<file path="src/ofs_pkg.sv">
// Purpose: Shared constants and carriers for the output fault supervisor
// Assumes: 40 MHz core clock, 12-bit telemetry codes
// Notes: Thresholds are codes in the telemetry scale

package ofs_pkg;
  localparam int unsigned CLK_HZ = 40000000;
  localparam int unsigned RETRY_MIN_MS = 35;
  localparam int unsigned RETRY_MAX_MS = 280;
  localparam int unsigned RETRY_MIN_CYC = RETRY_MIN_MS * (CLK_HZ / 1000);
  localparam int unsigned RETRY_MAX_CYC = RETRY_MAX_MS * (CLK_HZ / 1000);
  localparam int unsigned OV_PCT = 15;
  localparam logic [11:0] OT_FAULT_DEF = 12'h073; // 115 C
  localparam logic [11:0] OT_WARN_DEF = 12'h069;  // 105 C
  localparam int unsigned PHASE_STEPS = 16;       // 22.5 deg each
  localparam logic [3:0] HALF_TURN = 4'h8;        // 180 deg
  localparam logic [2:0] TLM_VIN = 3'h0;
  localparam logic [2:0] TLM_VOUT = 3'h1;
  localparam logic [2:0] TLM_IOUT = 3'h2;
  localparam logic [2:0] TLM_TEMP = 3'h3;
  localparam logic [2:0] TLM_DUTY = 3'h4;
  localparam logic [2:0] TLM_FREQ = 3'h5;
  localparam logic [2:0] TLM_AUX = 3'h6;

  typedef struct packed {
    logic [11:0] vin;
    logic [11:0] vout;
    logic [11:0] iout;
    logic [11:0] temp;
    logic [11:0] duty;
    logic [11:0] freq;
    logic [11:0] aux;
  } ofs_tlm_type;

  typedef struct packed {
    logic ov_override;
    logic [11:0] ov_limit;
    logic ov_retry;
    logic [11:0] ot_fault_limit;
    logic [11:0] ot_warn_limit;
    logic ot_retry;
    logic [1:0] retry_sel;
    logic [3:0] interleave;
    logic group_tx_en;
    logic group_follow;
  } ofs_cfg_type;

  typedef struct packed {
    logic ov;
    logic ot;
    logic group;
  } ofs_fault_type;
endpackage : ofs_pkg

</file>
<file path="src/ofs_supervisor.sv">
// Purpose: Fault supervision and start-up sequencing for one output channel
// Assumes: Comparators and enable arrive asynchronously; settings come as plain ports
// Notes: Codes share one telemetry scale for voltage and temperature

`timescale 1ns/1ps
module ofs_supervisor
  import ofs_pkg::*;
#(
  parameter int unsigned RAMP_CYC = 400000,
  parameter int unsigned ON_DELAY_CYC = 40000,
  parameter int unsigned RETRY_BASE_CYC = RETRY_MIN_CYC
) (
  input wire logic core_clk,
  input wire logic nrst,
  input wire logic enable_pin,
  input wire logic ov_cmp,
  input wire logic [11:0] target_code,
  input wire ofs_cfg_type cfg_in,
  input wire logic cfg_load,
  input wire ofs_tlm_type tlm,
  input wire logic [2:0] tlm_sel,
  input wire logic tlm_req,
  input wire logic fault_clear,
  input wire logic [7:0] pred_id_in,
  input wire logic [7:0] succ_id_in,
  input wire logic seq_id_load,
  input wire logic pred_done,
  input wire logic store_all,
  input wire logic restore_req,
  input wire logic restore_level,
  input wire logic [1:0] level_open,
  input wire logic group_fault_bus_in,
  input wire logic switch_tick,
  output logic group_fault_bus_out,
  output logic group_fault_bus_oe,
  output logic driver_en,
  output logic power_good,
  output logic [11:0] momentary_target,
  output logic [11:0] tlm_data,
  output logic tlm_valid,
  output ofs_tlm_type snap_data,
  output ofs_fault_type snap_status,
  output logic [3:0] phase_a,
  output logic [3:0] phase_b,
  output logic seq_done,
  output logic [7:0] pred_id,
  output logic [7:0] succ_id,
  output ofs_fault_type fault_status
);
  initial begin
    if (RAMP_CYC < 1 || ON_DELAY_CYC < 1 || RETRY_BASE_CYC < 1) $error("Counts must be positive");
  end

  typedef enum logic [5:0] {
    S_OFF = 6'h01, S_DELAY = 6'h02, S_RAMP = 6'h04, S_ON = 6'h08, S_FAULT = 6'h10, S_WAIT = 6'h20
  } ofs_state_type;

  // Synchronised asynchronous inputs
  logic [2:0] sync_q;
  ofs_sync #(.WIDTH(3)) u_sync (
    .core_clk(core_clk),
    .nrst(nrst),
    .d({enable_pin, ov_cmp, group_fault_bus_in}),
    .q(sync_q)
  );
  logic en_s, ovc_s, grp_s;
  assign en_s = sync_q[2];
  assign ovc_s = sync_q[1];
  assign grp_s = sync_q[0];

  // Settings store
  ofs_cfg_type nvm_cfg;
  logic nvm_valid;
  ofs_cfg_type cfg_r, cfg_nxt;
  ofs_nvm #(.LEVELS(2)) u_nvm (
    .core_clk(core_clk),
    .nrst(nrst),
    .live_cfg(cfg_r),
    .store_all(store_all),
    .restore_req(restore_req),
    .restore_level(restore_level),
    .level_open(level_open),
    .load_cfg(nvm_cfg),
    .load_valid(nvm_valid),
    .user_present()
  );

  // Configuration and sequencing identities
  logic [7:0] pred_r, pred_nxt, succ_r, succ_nxt;
  always_comb begin
    cfg_nxt = cfg_r;
    pred_nxt = pred_r;
    succ_nxt = succ_r;
    if (nvm_valid) cfg_nxt = nvm_cfg;
    else if (cfg_load) cfg_nxt = cfg_in;
    if (seq_id_load) begin
      pred_nxt = pred_id_in;
      succ_nxt = succ_id_in;
    end
  end
  always_ff @(posedge core_clk or negedge nrst) begin
    if (!nrst) begin
      cfg_r <= '{ov_override: 1'b0, ov_limit: 12'h000, ov_retry: 1'b0, ot_fault_limit: OT_FAULT_DEF,
                 ot_warn_limit: OT_WARN_DEF, ot_retry: 1'b0, retry_sel: 2'h0, interleave: 4'h0,
                 group_tx_en: 1'b0, group_follow: 1'b0};
      pred_r <= 8'h00;
      succ_r <= 8'h00;
    end else begin
      cfg_r <= cfg_nxt;
      pred_r <= pred_nxt;
      succ_r <= succ_nxt;
    end
  end

  // Thresholds
  logic [11:0] ov_lim;
  logic [13:0] def_lim;
  logic ov_now, ot_now, below_warn;
  assign def_lim = 14'(target_code) + 14'((19'(target_code) * 19'(OV_PCT)) / 19'd100);
  assign ov_lim = cfg_r.ov_override ? cfg_r.ov_limit : (def_lim > 14'h0fff ? 12'hfff : def_lim[11:0]);
  assign ov_now = ovc_s || (tlm.vout > ov_lim);
  assign ot_now = tlm.temp > cfg_r.ot_fault_limit;
  assign below_warn = tlm.temp < cfg_r.ot_warn_limit;

  // Main sequencer
  ofs_state_type st_r, st_nxt;
  ofs_fault_type flt_r, flt_nxt;
  logic [31:0] cnt_r, cnt_nxt;
  logic [11:0] tgt_r, tgt_nxt, pre_r, pre_nxt;
  logic pg_r, pg_nxt, drv_r, drv_nxt, bus_r, bus_nxt, done_r, done_nxt;
  logic snap_take;
  logic [31:0] retry_cyc;
  logic retry_ok;
  assign retry_cyc = RETRY_BASE_CYC * (32'd1 << cfg_r.retry_sel);
  assign retry_ok = !cfg_r.group_tx_en && ((flt_r.ov && cfg_r.ov_retry) || (flt_r.ot && cfg_r.ot_retry)) &&
                    !flt_r.group;

  always_comb begin
    st_nxt = st_r;
    flt_nxt = flt_r;
    cnt_nxt = cnt_r;
    tgt_nxt = tgt_r;
    pre_nxt = pre_r;
    pg_nxt = pg_r;
    drv_nxt = drv_r;
    bus_nxt = 1'b0;
    done_nxt = done_r;
    snap_take = 1'b0;
    if (fault_clear) flt_nxt = '0;
    case (st_r)
      S_OFF: begin
        done_nxt = 1'b0;
        if (en_s && pred_done) begin
          st_nxt = S_DELAY;
          cnt_nxt = 32'(ON_DELAY_CYC);
        end
      end
      S_DELAY: begin
        if (!en_s) st_nxt = S_OFF;
        else if (cnt_r > 32'd1) cnt_nxt = cnt_r - 32'd1;
        else begin
          pre_nxt = tlm.vout;
          if (tlm.vout > ov_lim) begin
            flt_nxt.ov = 1'b1;
            st_nxt = S_FAULT;
          end else begin
            tgt_nxt = tlm.vout;
            drv_nxt = 1'b1;
            cnt_nxt = 32'(RAMP_CYC);
            st_nxt = S_RAMP;
          end
        end
      end
      S_RAMP, S_ON: begin
        if (st_r == S_RAMP) begin
          // Linear step keeps the ramp time fixed whatever the start
          tgt_nxt = 12'((32'(target_code) * (32'(RAMP_CYC) - cnt_r + 32'd1) + 32'(pre_r) * (cnt_r - 32'd1))
                    / 32'(RAMP_CYC));
          if (cnt_r > 32'd1) cnt_nxt = cnt_r - 32'd1;
          else begin
            tgt_nxt = target_code;
            pg_nxt = 1'b1;
            done_nxt = 1'b1;
            st_nxt = S_ON;
          end
        end
        if (!en_s) begin
          st_nxt = S_OFF;
          drv_nxt = 1'b0;
          pg_nxt = 1'b0;
        end
        if (ov_now || ot_now || (grp_s && cfg_r.group_follow)) begin
          flt_nxt.ov = flt_r.ov | ov_now;
          flt_nxt.ot = flt_r.ot | ot_now;
          flt_nxt.group = flt_r.group | (grp_s && cfg_r.group_follow);
          bus_nxt = cfg_r.group_tx_en && (ov_now || ot_now);
          st_nxt = S_FAULT;
          drv_nxt = 1'b0;
          pg_nxt = 1'b0;
        end
      end
      S_FAULT: begin
        drv_nxt = 1'b0;
        pg_nxt = 1'b0;
        done_nxt = 1'b0;
        snap_take = 1'b1;
        cnt_nxt = retry_cyc;
        st_nxt = retry_ok ? S_WAIT : S_OFF;
      end
      S_WAIT: begin
        if (cnt_r > 32'd1) cnt_nxt = cnt_r - 32'd1;
        else if (flt_r.ot && !below_warn) cnt_nxt = retry_cyc;
        else begin
          flt_nxt = '0;
          st_nxt = S_OFF;
        end
        if (!en_s) st_nxt = S_OFF;
      end
      default: st_nxt = S_OFF;
    endcase
    // Hold off start while a fault latch stays set
    if (st_r == S_OFF && (flt_r.ov || flt_r.ot || flt_r.group) && !fault_clear) st_nxt = S_OFF;
  end

  always_ff @(posedge core_clk or negedge nrst) begin
    if (!nrst) begin
      st_r <= S_OFF;
      flt_r <= '0;
      cnt_r <= 32'd0;
      tgt_r <= 12'h000;
      pre_r <= 12'h000;
      pg_r <= 1'b0;
      drv_r <= 1'b0;
      bus_r <= 1'b0;
      done_r <= 1'b0;
    end else begin
      st_r <= st_nxt;
      flt_r <= flt_nxt;
      cnt_r <= cnt_nxt;
      tgt_r <= tgt_nxt;
      pre_r <= pre_nxt;
      pg_r <= pg_nxt;
      drv_r <= drv_nxt;
      bus_r <= bus_nxt;
      done_r <= done_nxt;
    end
  end

  // Telemetry, snapshot and phase
  logic [11:0] td_r, td_nxt;
  logic tv_r, tv_nxt;
  ofs_tlm_type snap_r, snap_nxt;
  ofs_fault_type snaps_r, snaps_nxt;
  logic [3:0] ph_r, ph_nxt, phb_r, phb_nxt;
  always_comb begin
    td_nxt = td_r;
    tv_nxt = tlm_req;
    snap_nxt = snap_r;
    snaps_nxt = snaps_r;
    ph_nxt = ph_r;
    phb_nxt = phb_r;
    if (tlm_req) begin
      case (tlm_sel)
        TLM_VIN: td_nxt = tlm.vin;
        TLM_VOUT: td_nxt = tlm.vout;
        TLM_IOUT: td_nxt = tlm.iout;
        TLM_TEMP: td_nxt = tlm.temp;
        TLM_DUTY: td_nxt = tlm.duty;
        TLM_FREQ: td_nxt = tlm.freq;
        TLM_AUX: td_nxt = tlm.aux;
        default: td_nxt = 12'h000;
      endcase
    end
    if (snap_take) begin
      snap_nxt = tlm;
      snaps_nxt = flt_r;
    end
    if (switch_tick) ph_nxt = cfg_r.interleave;
    if (switch_tick) phb_nxt = cfg_r.interleave + HALF_TURN;
  end
  always_ff @(posedge core_clk or negedge nrst) begin
    if (!nrst) begin
      td_r <= 12'h000;
      tv_r <= 1'b0;
      snap_r <= '0;
      snaps_r <= '0;
      ph_r <= 4'h0;
      phb_r <= HALF_TURN;
    end else begin
      td_r <= td_nxt;
      tv_r <= tv_nxt;
      snap_r <= snap_nxt;
      snaps_r <= snaps_nxt;
      ph_r <= ph_nxt;
      phb_r <= phb_nxt;
    end
  end

  assign group_fault_bus_out = 1'b0;
  assign group_fault_bus_oe = bus_r;
  assign driver_en = drv_r;
  assign power_good = pg_r;
  assign momentary_target = tgt_r;
  assign tlm_data = td_r;
  assign tlm_valid = tv_r;
  assign snap_data = snap_r;
  assign snap_status = snaps_r;
  assign phase_a = ph_r;
  assign phase_b = phb_r;
  assign seq_done = done_r;
  assign pred_id = pred_r;
  assign succ_id = succ_r;
  assign fault_status = flt_r;

  a_ov_shutdown: assert property (@(posedge core_clk) disable iff (!nrst)
    (st_r == S_ON && ov_now) |=> (st_r == S_FAULT && !drv_r)) else $error("No shutdown on overvoltage");
  a_ot_shutdown: assert property (@(posedge core_clk) disable iff (!nrst)
    (st_r == S_ON && ot_now) |=> flt_r.ot) else $error("No latch on overtemperature");
  a_no_retry_def: assert property (@(posedge core_clk) disable iff (!nrst)
    (st_r == S_FAULT && !cfg_r.ov_retry && !cfg_r.ot_retry) |=> st_r == S_OFF) else $error("Retried");
  a_group_noretry: assert property (@(posedge core_clk) disable iff (!nrst)
    (st_r == S_FAULT && cfg_r.group_tx_en) |=> st_r != S_WAIT) else $error("Retry with broadcast");
  a_phase_half: assert property (@(posedge core_clk) disable iff (!nrst)
    phase_b == 4'(phase_a + HALF_TURN)) else $error("Phase gap lost");
  a_pg_after_ramp: assert property (@(posedge core_clk) disable iff (!nrst)
    (st_r == S_RAMP && cnt_r == 32'd1 && en_s && !ov_now && !ot_now && !grp_s) |=> pg_r) else $error("No power good");
  a_prebias_ov: assert property (@(posedge core_clk) disable iff (!nrst)
    (st_r == S_DELAY && cnt_r <= 32'd1 && en_s && tlm.vout > ov_lim) |=> (flt_r.ov && !drv_r)) else $error("Prebias OV");
  a_snap_take: assert property (@(posedge core_clk) disable iff (!nrst)
    (st_r == S_FAULT) |=> snaps_r == $past(flt_r)) else $error("Snapshot missing");
endmodule : ofs_supervisor

</file>
<file path="src/ofs_sync.sv">
// Purpose: Two-flop synchroniser for asynchronous levels
// Assumes: Inputs come from comparators or pins
// Notes: First stage feeds only the second

`timescale 1ns/1ps
module ofs_sync #(
  parameter int unsigned WIDTH = 1
) (
  input wire logic core_clk,
  input wire logic nrst,
  input wire logic [WIDTH-1:0] d,
  output logic [WIDTH-1:0] q
);
  logic [WIDTH-1:0] meta_r;
  logic [WIDTH-1:0] q_r;

  // Two flops in series
  always_ff @(posedge core_clk or negedge nrst) begin
    if (!nrst) begin
      meta_r <= '0;
      q_r <= '0;
    end else begin
      meta_r <= d;
      q_r <= meta_r;
    end
  end
  assign q = q_r;
endmodule : ofs_sync

</file>
<file path="src/ofs_nvm.sv">
// Purpose: Settings store with user and factory images
// Assumes: Single-cycle array writes
// Notes: Restore allowed only to levels opened to the user

`timescale 1ns/1ps
module ofs_nvm
  import ofs_pkg::*;
#(
  parameter int unsigned LEVELS = 2
) (
  input wire logic core_clk,
  input wire logic nrst,
  input wire ofs_cfg_type live_cfg,
  input wire logic store_all,
  input wire logic restore_req,
  input wire logic [$clog2(LEVELS)-1:0] restore_level,
  input wire logic [LEVELS-1:0] level_open,
  output ofs_cfg_type load_cfg,
  output logic load_valid,
  output logic user_present
);
  initial begin
    if (LEVELS < 2) $error("LEVELS must be at least 2");
  end

  ofs_cfg_type mem_r [LEVELS];
  // Image-present flags are part of the nonvolatile store, so reset leaves them alone
  logic [LEVELS-1:0] valid_r = {{(LEVELS-1){1'b0}}, 1'b1};
  logic [LEVELS-1:0] valid_nxt;
  logic boot_r, boot_nxt;
  ofs_cfg_type load_r, load_nxt;
  logic lv_r, lv_nxt;

  // Load at init from user image if stored, restore only open levels
  always_comb begin
    valid_nxt = valid_r;
    boot_nxt = 1'b0;
    load_nxt = load_r;
    lv_nxt = 1'b0;
    if (store_all) begin
      valid_nxt[1] = 1'b1;
    end
    if (boot_r && valid_r[1]) begin
      load_nxt = mem_r[1];
      lv_nxt = 1'b1;
    end else if (restore_req && level_open[restore_level] && valid_r[restore_level]) begin
      load_nxt = mem_r[restore_level];
      lv_nxt = 1'b1;
    end
  end

  always_ff @(posedge core_clk or negedge nrst) begin
    if (!nrst) begin
      boot_r <= 1'b1;
      load_r <= '0;
      lv_r <= 1'b0;
    end else begin
      boot_r <= boot_nxt;
      load_r <= load_nxt;
      lv_r <= lv_nxt;
    end
  end

  // Array storage: level 0 factory, level 1 user
  always_ff @(posedge core_clk) begin
    valid_r <= valid_nxt;
    if (store_all) begin
      mem_r[1] <= live_cfg;
    end
    mem_r[0] <= '{ov_override: 1'b0, ov_limit: 12'h000, ov_retry: 1'b0, ot_fault_limit: OT_FAULT_DEF,
                  ot_warn_limit: OT_WARN_DEF, ot_retry: 1'b0, retry_sel: 2'h0, interleave: 4'h0,
                  group_tx_en: 1'b0, group_follow: 1'b0};
  end

  assign load_cfg = load_r;
  assign load_valid = lv_r;
  assign user_present = valid_r[1];
endmodule : ofs_nvm

</file>
<file path="config.mk">
export PLATFORM = sky130hd
export DESIGN_NAME = ofs_supervisor
export DESIGN_NICKNAME = d
export VERILOG_FILES = /design/src/ofs_pkg.sv /design/src/ofs_supervisor.sv /design/src/ofs_sync.sv /design/src/ofs_nvm.sv
export SDC_FILE = /design/constraint.sdc
export NUM_CORES = 2
export LEC_CHECK = 0
export BUFFER_PORTS_ARGS = -buffer_cell sky130_fd_sc_hd__buf_2
export CAP_MARGIN = 25
export CORE_MARGIN = 2
export CORE_UTILIZATION = 33
export CTS_BUF_LIST = sky130_fd_sc_hd__clkbuf_16
export CTS_CLUSTER_DIAMETER = 40
export DETAILED_ROUTE_END_ITERATION = 16
export GPL_TIMING_DRIVEN = 0
export SLEW_MARGIN = 20
export SYNTH_ARGS = -nofsm -noshare
export SYNTH_HDL_FRONTEND = slang
export SYNTH_SLANG_ARGS = --single-unit
</file>
<file path="constraint.sdc">
create_clock -name core_clk -period 28.1 [get_ports core_clk]
set_clock_uncertainty 0.05 [all_clocks]
set_input_delay 8.43 -clock core_clk [delete_from_list [all_inputs] [get_ports core_clk]]
set_output_delay 8.43 -clock core_clk [all_outputs]
set_load 0.01 [all_outputs]
</file>
# Yosys cells after proc, flatten, opt, wreduce, memory -nomap -nowiden
# Memory sizes are Yosys's and may differ from the RTL's.
# Index checks and enable logic that the tools add are counted.
# W data, S select, Z words.
dict set report totals {
  n_memories 1
  out_inout_bits 144
  reg_bits 295
  word_cells 212
  in_bits 178
  ramBits 94
}
# memory words word_bits read_ports rd_clocked_by_memory_dff wr line_no
set memory_table {}
lappend memory_table {u_nvm.mem_r 2 47 2 0 2 ofs_nvm.sv:26} ;# ofs_cfg_type mem_r [LEVELS];
dict set report classes {
  mul 4
  eq_ne 30
  n_addsub 6
  div 2
  n_bitwise 4
  n_reduce_logical 39
  order_cmp 6
  n_shift 1
  mux 68
}
# op n
set ops {}
lappend ops {{$mux W32} 8}
lappend ops {{$mux W47} 4}
lappend ops {{$pmux W32 S5} 1}
lappend ops {{$mux W12} 7}
lappend ops {{$pmux W12 S7} 1}
lappend ops {{$mux W6} 12}
lappend ops {{$mul A12 B32 Y32} 2}
lappend ops {{$add A32 B1 Y32 const B} 1}
lappend ops {{$add A32 B32 Y32} 1}
lappend ops {{$div A32 B19 Y32 const B} 1}
lappend ops {{$gt A32 B1 Y1 const B} 1}
lappend ops {{$mul A15 B32 Y26 const A} 1}
lappend ops {{$shl A1 B2 Y32 const A} 1}
lappend ops {{$sub A19 B32 Y32 const A} 1}
lappend ops {{$sub A32 B1 Y32 const B} 1}
lappend ops {{$pmux W6 S5} 1}
lappend ops {{$gt A12 B12 Y1} 2}
lappend ops {{$pmux W12 S2} 1}
lappend ops {{$mux W1} 23}
lappend ops {{$ne A4 B4 Y1 const B} 5}
lappend ops {{$div A16 B7 Y19 const B} 1}
lappend ops {{$mul A12 B4 Y16 const B} 1}
lappend ops {{$add A12 B14 Y14} 1}
lappend ops {{$gt A14 B12 Y1 const B} 1}
lappend ops {{other kinds (36)} 81}

# Logic depth before layout (Yosys ltp)
dict set report depth {
  word_depth 13
  ltp_mapped 94
  depth_no_buf 87
}

# Modules after synthesis
# From an unflattened synthesis, not the netlist that was laid out.
dict set report hier_totals {
  cells_unflattened 5102
  area_unflattened_um2 45985.4
}
# mod n_inst seq_area_each_um2 area_each_um2 cells_per_inst
set by_module_without_submodules {}
lappend by_module_without_submodules {ofs_supervisor 1 5944.5 42680.9 4934}
lappend by_module_without_submodules {ofs_nvm 1 2638.8 3154.3 162}
lappend by_module_without_submodules {ofs_sync 1 150.1 150.1 6}

# Worst setup path before layout
# OpenSTA, ideal clock, no wires.
dict set report synth_timing {
  kind {input to register}
  startpoint {input port target_code[5]}
  endpoint {register tgt_r[0] (netlist: momentary_target[0])}
  cell_stages 73
  t_required_ns 27.911
  setup_ns 0.139
  slack_ns 0.990
  path_buffers 10
  arrival_time_ns 26.920
  cell_sequence {clkbuf_1 -> clkbuf_1 -> nand2_1 -> fa_1 -> inv_1 -> fa_1 -> fa_1 -> inv_1 -> fa_1 -> inv_1 -> fa_1 -> fa_1 -> inv_1 -> fa_1 -> inv_1 -> ha_1 -> clkbuf_1 -> a21oi_1 -> [... 37 more ...] -> o32ai_2 -> nand3_1 -> and4b_1 -> buf_4 -> o41ai_2 -> a221oi_1 -> a311o_1 -> xor2_1 -> o311a_1 -> o21ai_2 -> mux2_2 -> nor4b_2 -> o31a_1 -> buf_6 -> nor2_4 -> a2111oi_0 -> o32a_1 -> o221ai_1}
}
dict set report synth_between {
  elab_chain_cells 9
  elab_cells_between_ends 15
  classes_between {add/sub (2); mul (2); div (2); order compare (2); eq/ne (1); mux (5); reduce/logical (1)}
}
# item line_no
set synth_rtl {}
lappend synth_rtl {{from (decl)} ofs_supervisor.sv:17} ;# input wire logic [11:0] target_code,
lappend synth_rtl {{parallel branches: the longest is 9 deep, another holds $mul A12 B32 Y32} -}
lappend synth_rtl {{to (signal assigned)} ofs_supervisor.sv:240} ;# tgt_r <= tgt_nxt;
lappend synth_rtl {{to (decl)} ofs_supervisor.sv:129} ;# logic [11:0] tgt_r, tgt_nxt, pre_r, pre_nxt;
# Several ways; the timed one is not identified. The select of a mux whose other input is x is not followed.
# A chain may end at the register's enable or synchronous reset.

# Worst setup path in the final report
dict set report layout_timing {
  startpoint {input port target_code[4]}
  endpoint {register tgt_r[0] (netlist: momentary_target[0])}
}
# The elaborated chain is that of the path after synthesis.

==> results.md <==
* Yosys warns at 0
* CTS Buf Count at 42
* # port buffers at 316
* Crit path largest cell delay at 660 ps
* Routed WL at 166000 µm
* Detailed-placement wirelength estimate at 132000 µm
* Pins Over Slew Limit at 0
* Final setup margin at 517 ps
* Most used cell along the critical path: fa_1
* GP Congestion at 0.960
* Final Cycle Share at 98.2%
* DIE AREA at 0.143 mm²
* Initial antenna violation count at 16
* Final Setup Violations at 0
* Pre-CTS setup slack at -3930 ps
* Sink Count at 339
* CTS max path bufs at 3
* Required time worst endpoint at 28490 ps
* First-pass GRT wire length at 249000 µm
* Row count at 137
* Ports at 322
* Final core occ at 38.9%
* Number of flops mapped to enable cells by yosys at 47
* Final hold vios at 0
* GR Overflow Total at 0
* Run status: completed
* Syn-to-layout area delta at 17.2%
* Yosys cell types at 150
* Via-per-instance ratio at 5.37
* Synth Register Bits at 339
* Worst hold path class: reg2reg
* Largest net degree at the start of global routing at 96
* Chip Height at 378 µm
* # Max-Cap Violations at 0
* Synth Instances at 5351
* Final cell count without fillers at 7733
* H-tree levels at 2
* Critical path's top delay family: compound AO/OA/AOI/OAI gates
* Placed insts at 7549
* Root buf cell: clkbuf_16
* Min Tclk post-route at 27580 ps
* Post-Syn Area at 0.0462 mm²
* Worst-Skew Late Latency at 590 ps
* Via count at 41493
* CP Launch Type: input pin
* Setup CP Type: in2reg
* Gr usage total at 22.6%
* Critical-path maximum fanout at 10
* Core Area at 0.139 mm²
* Layout cells sized above 1 at 15.9%
* Die Wd at 378 µm
* Initial Util at 33.2%
* Post-cts hold buffer count at 0
* Pre-Repair DR Iteration Count at 6
* Register area share after synthesis at 18.9%
* WL per Instance at 21.4 µm
* Buf+Inv Stages, Crit Path at 19
* Synthesized area per cell at 8.64 µm²
* Final ANT Viol Nets at 0
* Crit end category: register
* Worst-Margin Slew at 1060 ps
* DR iter-0 viols at 3697
* Max transition margin at 29.0%
* Clock-pin slew on the worst setup and hold paths at 60 ps
* # DRC at 0
* Hold WS at 300 ps
* Worst Path Arrival at 27980 ps
* Slowest CP cell: xor2_1
* Fillcell total at 14057
* Async SR Flop Fraction at 86.1%
* Number of global-route vias before repair at 40520
* Nets@finish at 6742
* Max Clk Rate at 36.3 MHz
* CTS tree: built
* Top FF cell, synth: dfrtp_1
## path summary, 6_finish.rpt
kind                                  start                  end  slack, ps  cells past startpoint
max reg2reg                        cnt_r[0]  momentary_target[0]       2960                     86
min reg2reg                u_sync.meta_r[1]          u_sync.q[1]        300                      0
min in group asynchronous              nrst         snap_data[9]       7700                      1
max in group asynchronous              nrst           phase_b[3]      19010                      3
max                          target_code[4]  momentary_target[0]        520                     77
min                        u_sync.meta_r[1]          u_sync.q[1]        300                      0
## cell usage after synthesis (all sizes together), types with 62 or more instances
cell type	instances	area share, %
inv	643	5.2
buf	62	0.90
nor2b	97	1.3
o21ai	293	3.2
nor2	276	2.3
dfrtp	280	15
xnor2	158	3.1
and2	228	3.1
clkbuf	209	1.7
ha	191	5.2
xor2	90	1.8
mux2i	98	2.1
nand2	937	7.6
nor3	71	0.83
fa	557	24
a21oi	207	2.3
## metal layers
layer	vias to the layer above	share of wire, %	global-route usage [%]
li1	18599	-	-
met1	20983	42	31.0
met2	1570	47	36.2
met3	329	7.5	3.60
met4	12	3.9	7.22
met5	-	0.048	0
## final cells by class
type / instances / area (µm²) / share of cell area, %
Antenna cell: 8 / 20.0 / 0.0369
Buffer: 264 / 1420 / 2.61
Clock buffer: 42 / 1050 / 1.94
Clock inverter: 35 / 330 / 0.609
Inverter: 644 / 2430 / 4.48
Multi-Input combinational cell: 4097 / 35300 / 65.1
Sequential cell: 339 / 8730 / 16.1
Tap cell: 1876 / 2350 / 4.33
Timing Repair Buffer: 428 / 2570 / 4.74
## worst register-to-register path: cells and delay by family (launching register included)
kind / cells / cell delay, ps
mux: 1 / 390
compound gates: 36 / 9640
buf+inv: 18 / 3550
flops: 1 / 410
fa+ha+maj: 9 / 4460
simple gates: 19 / 5130
xor+xnor: 3 / 1400
## sequential cells by signal, summed over array words and instances (netlist names), 6 cells and up
register,count
succ_id,8
pre_r,12
tlm_data,12
momentary_target,12
st_r,6
pred_id,8
cnt_r,32
snap_data,84
u_nvm.load_cfg,47
cfg_r,47
u_nvm.mem_r,47
## cells in the final DEF, fill, tap and decap left out, types with 50 or more instances in the layout
cell type,n
dfrtp_1,280
a21oi_1,187
nand2_1,932
o21ai_0,260
xnor2_1,141
fa_1,557
mux2i_1,92
a21o_1,53
ha_1,183
buf_2,312
inv_1,647
nor2_1,261
and2_1,227
clkbuf_1,162
buf_4,136
nor2b_1,96
xor2_1,73
mux2_2,50
nor3_1,64
## cells by family (layout without fill, tap and decap cells)
family          count (synthesis)  in the layout  synth area share, %
simple gates                 1914           1914                 19.6
compound gates                998            998                 14.7
buf+inv                       917           1413                 7.88
fa+ha+maj                     763            763                 29.6
flops                         339            339                 18.9
xor+xnor                      258            258                 5.35
mux                           161            161                 3.95
other cells                     1             11              0.00811
## repair_timing
item / in CTS / in global routing
pin swaps: 19 / 69
gates cloned: 0 / 1
resized for setup: 138 / 271
setup buffers: 32 / 74
setup endpoints to repair: 53 / 56
## metrics by stage
stage	setup TNS, ps	cell area (µm²)
2_1_floorplan	0	46300
3_3_place_gp	-40060	50200
3_5_place_dp	-52190	50300
4_1_cts	0	52500
5_1_grt	-314	54200
6_report	0	54200
Power is not shown: default switching activity piles up to over one toggle a cycle in this logic, so the estimate is an artifact.
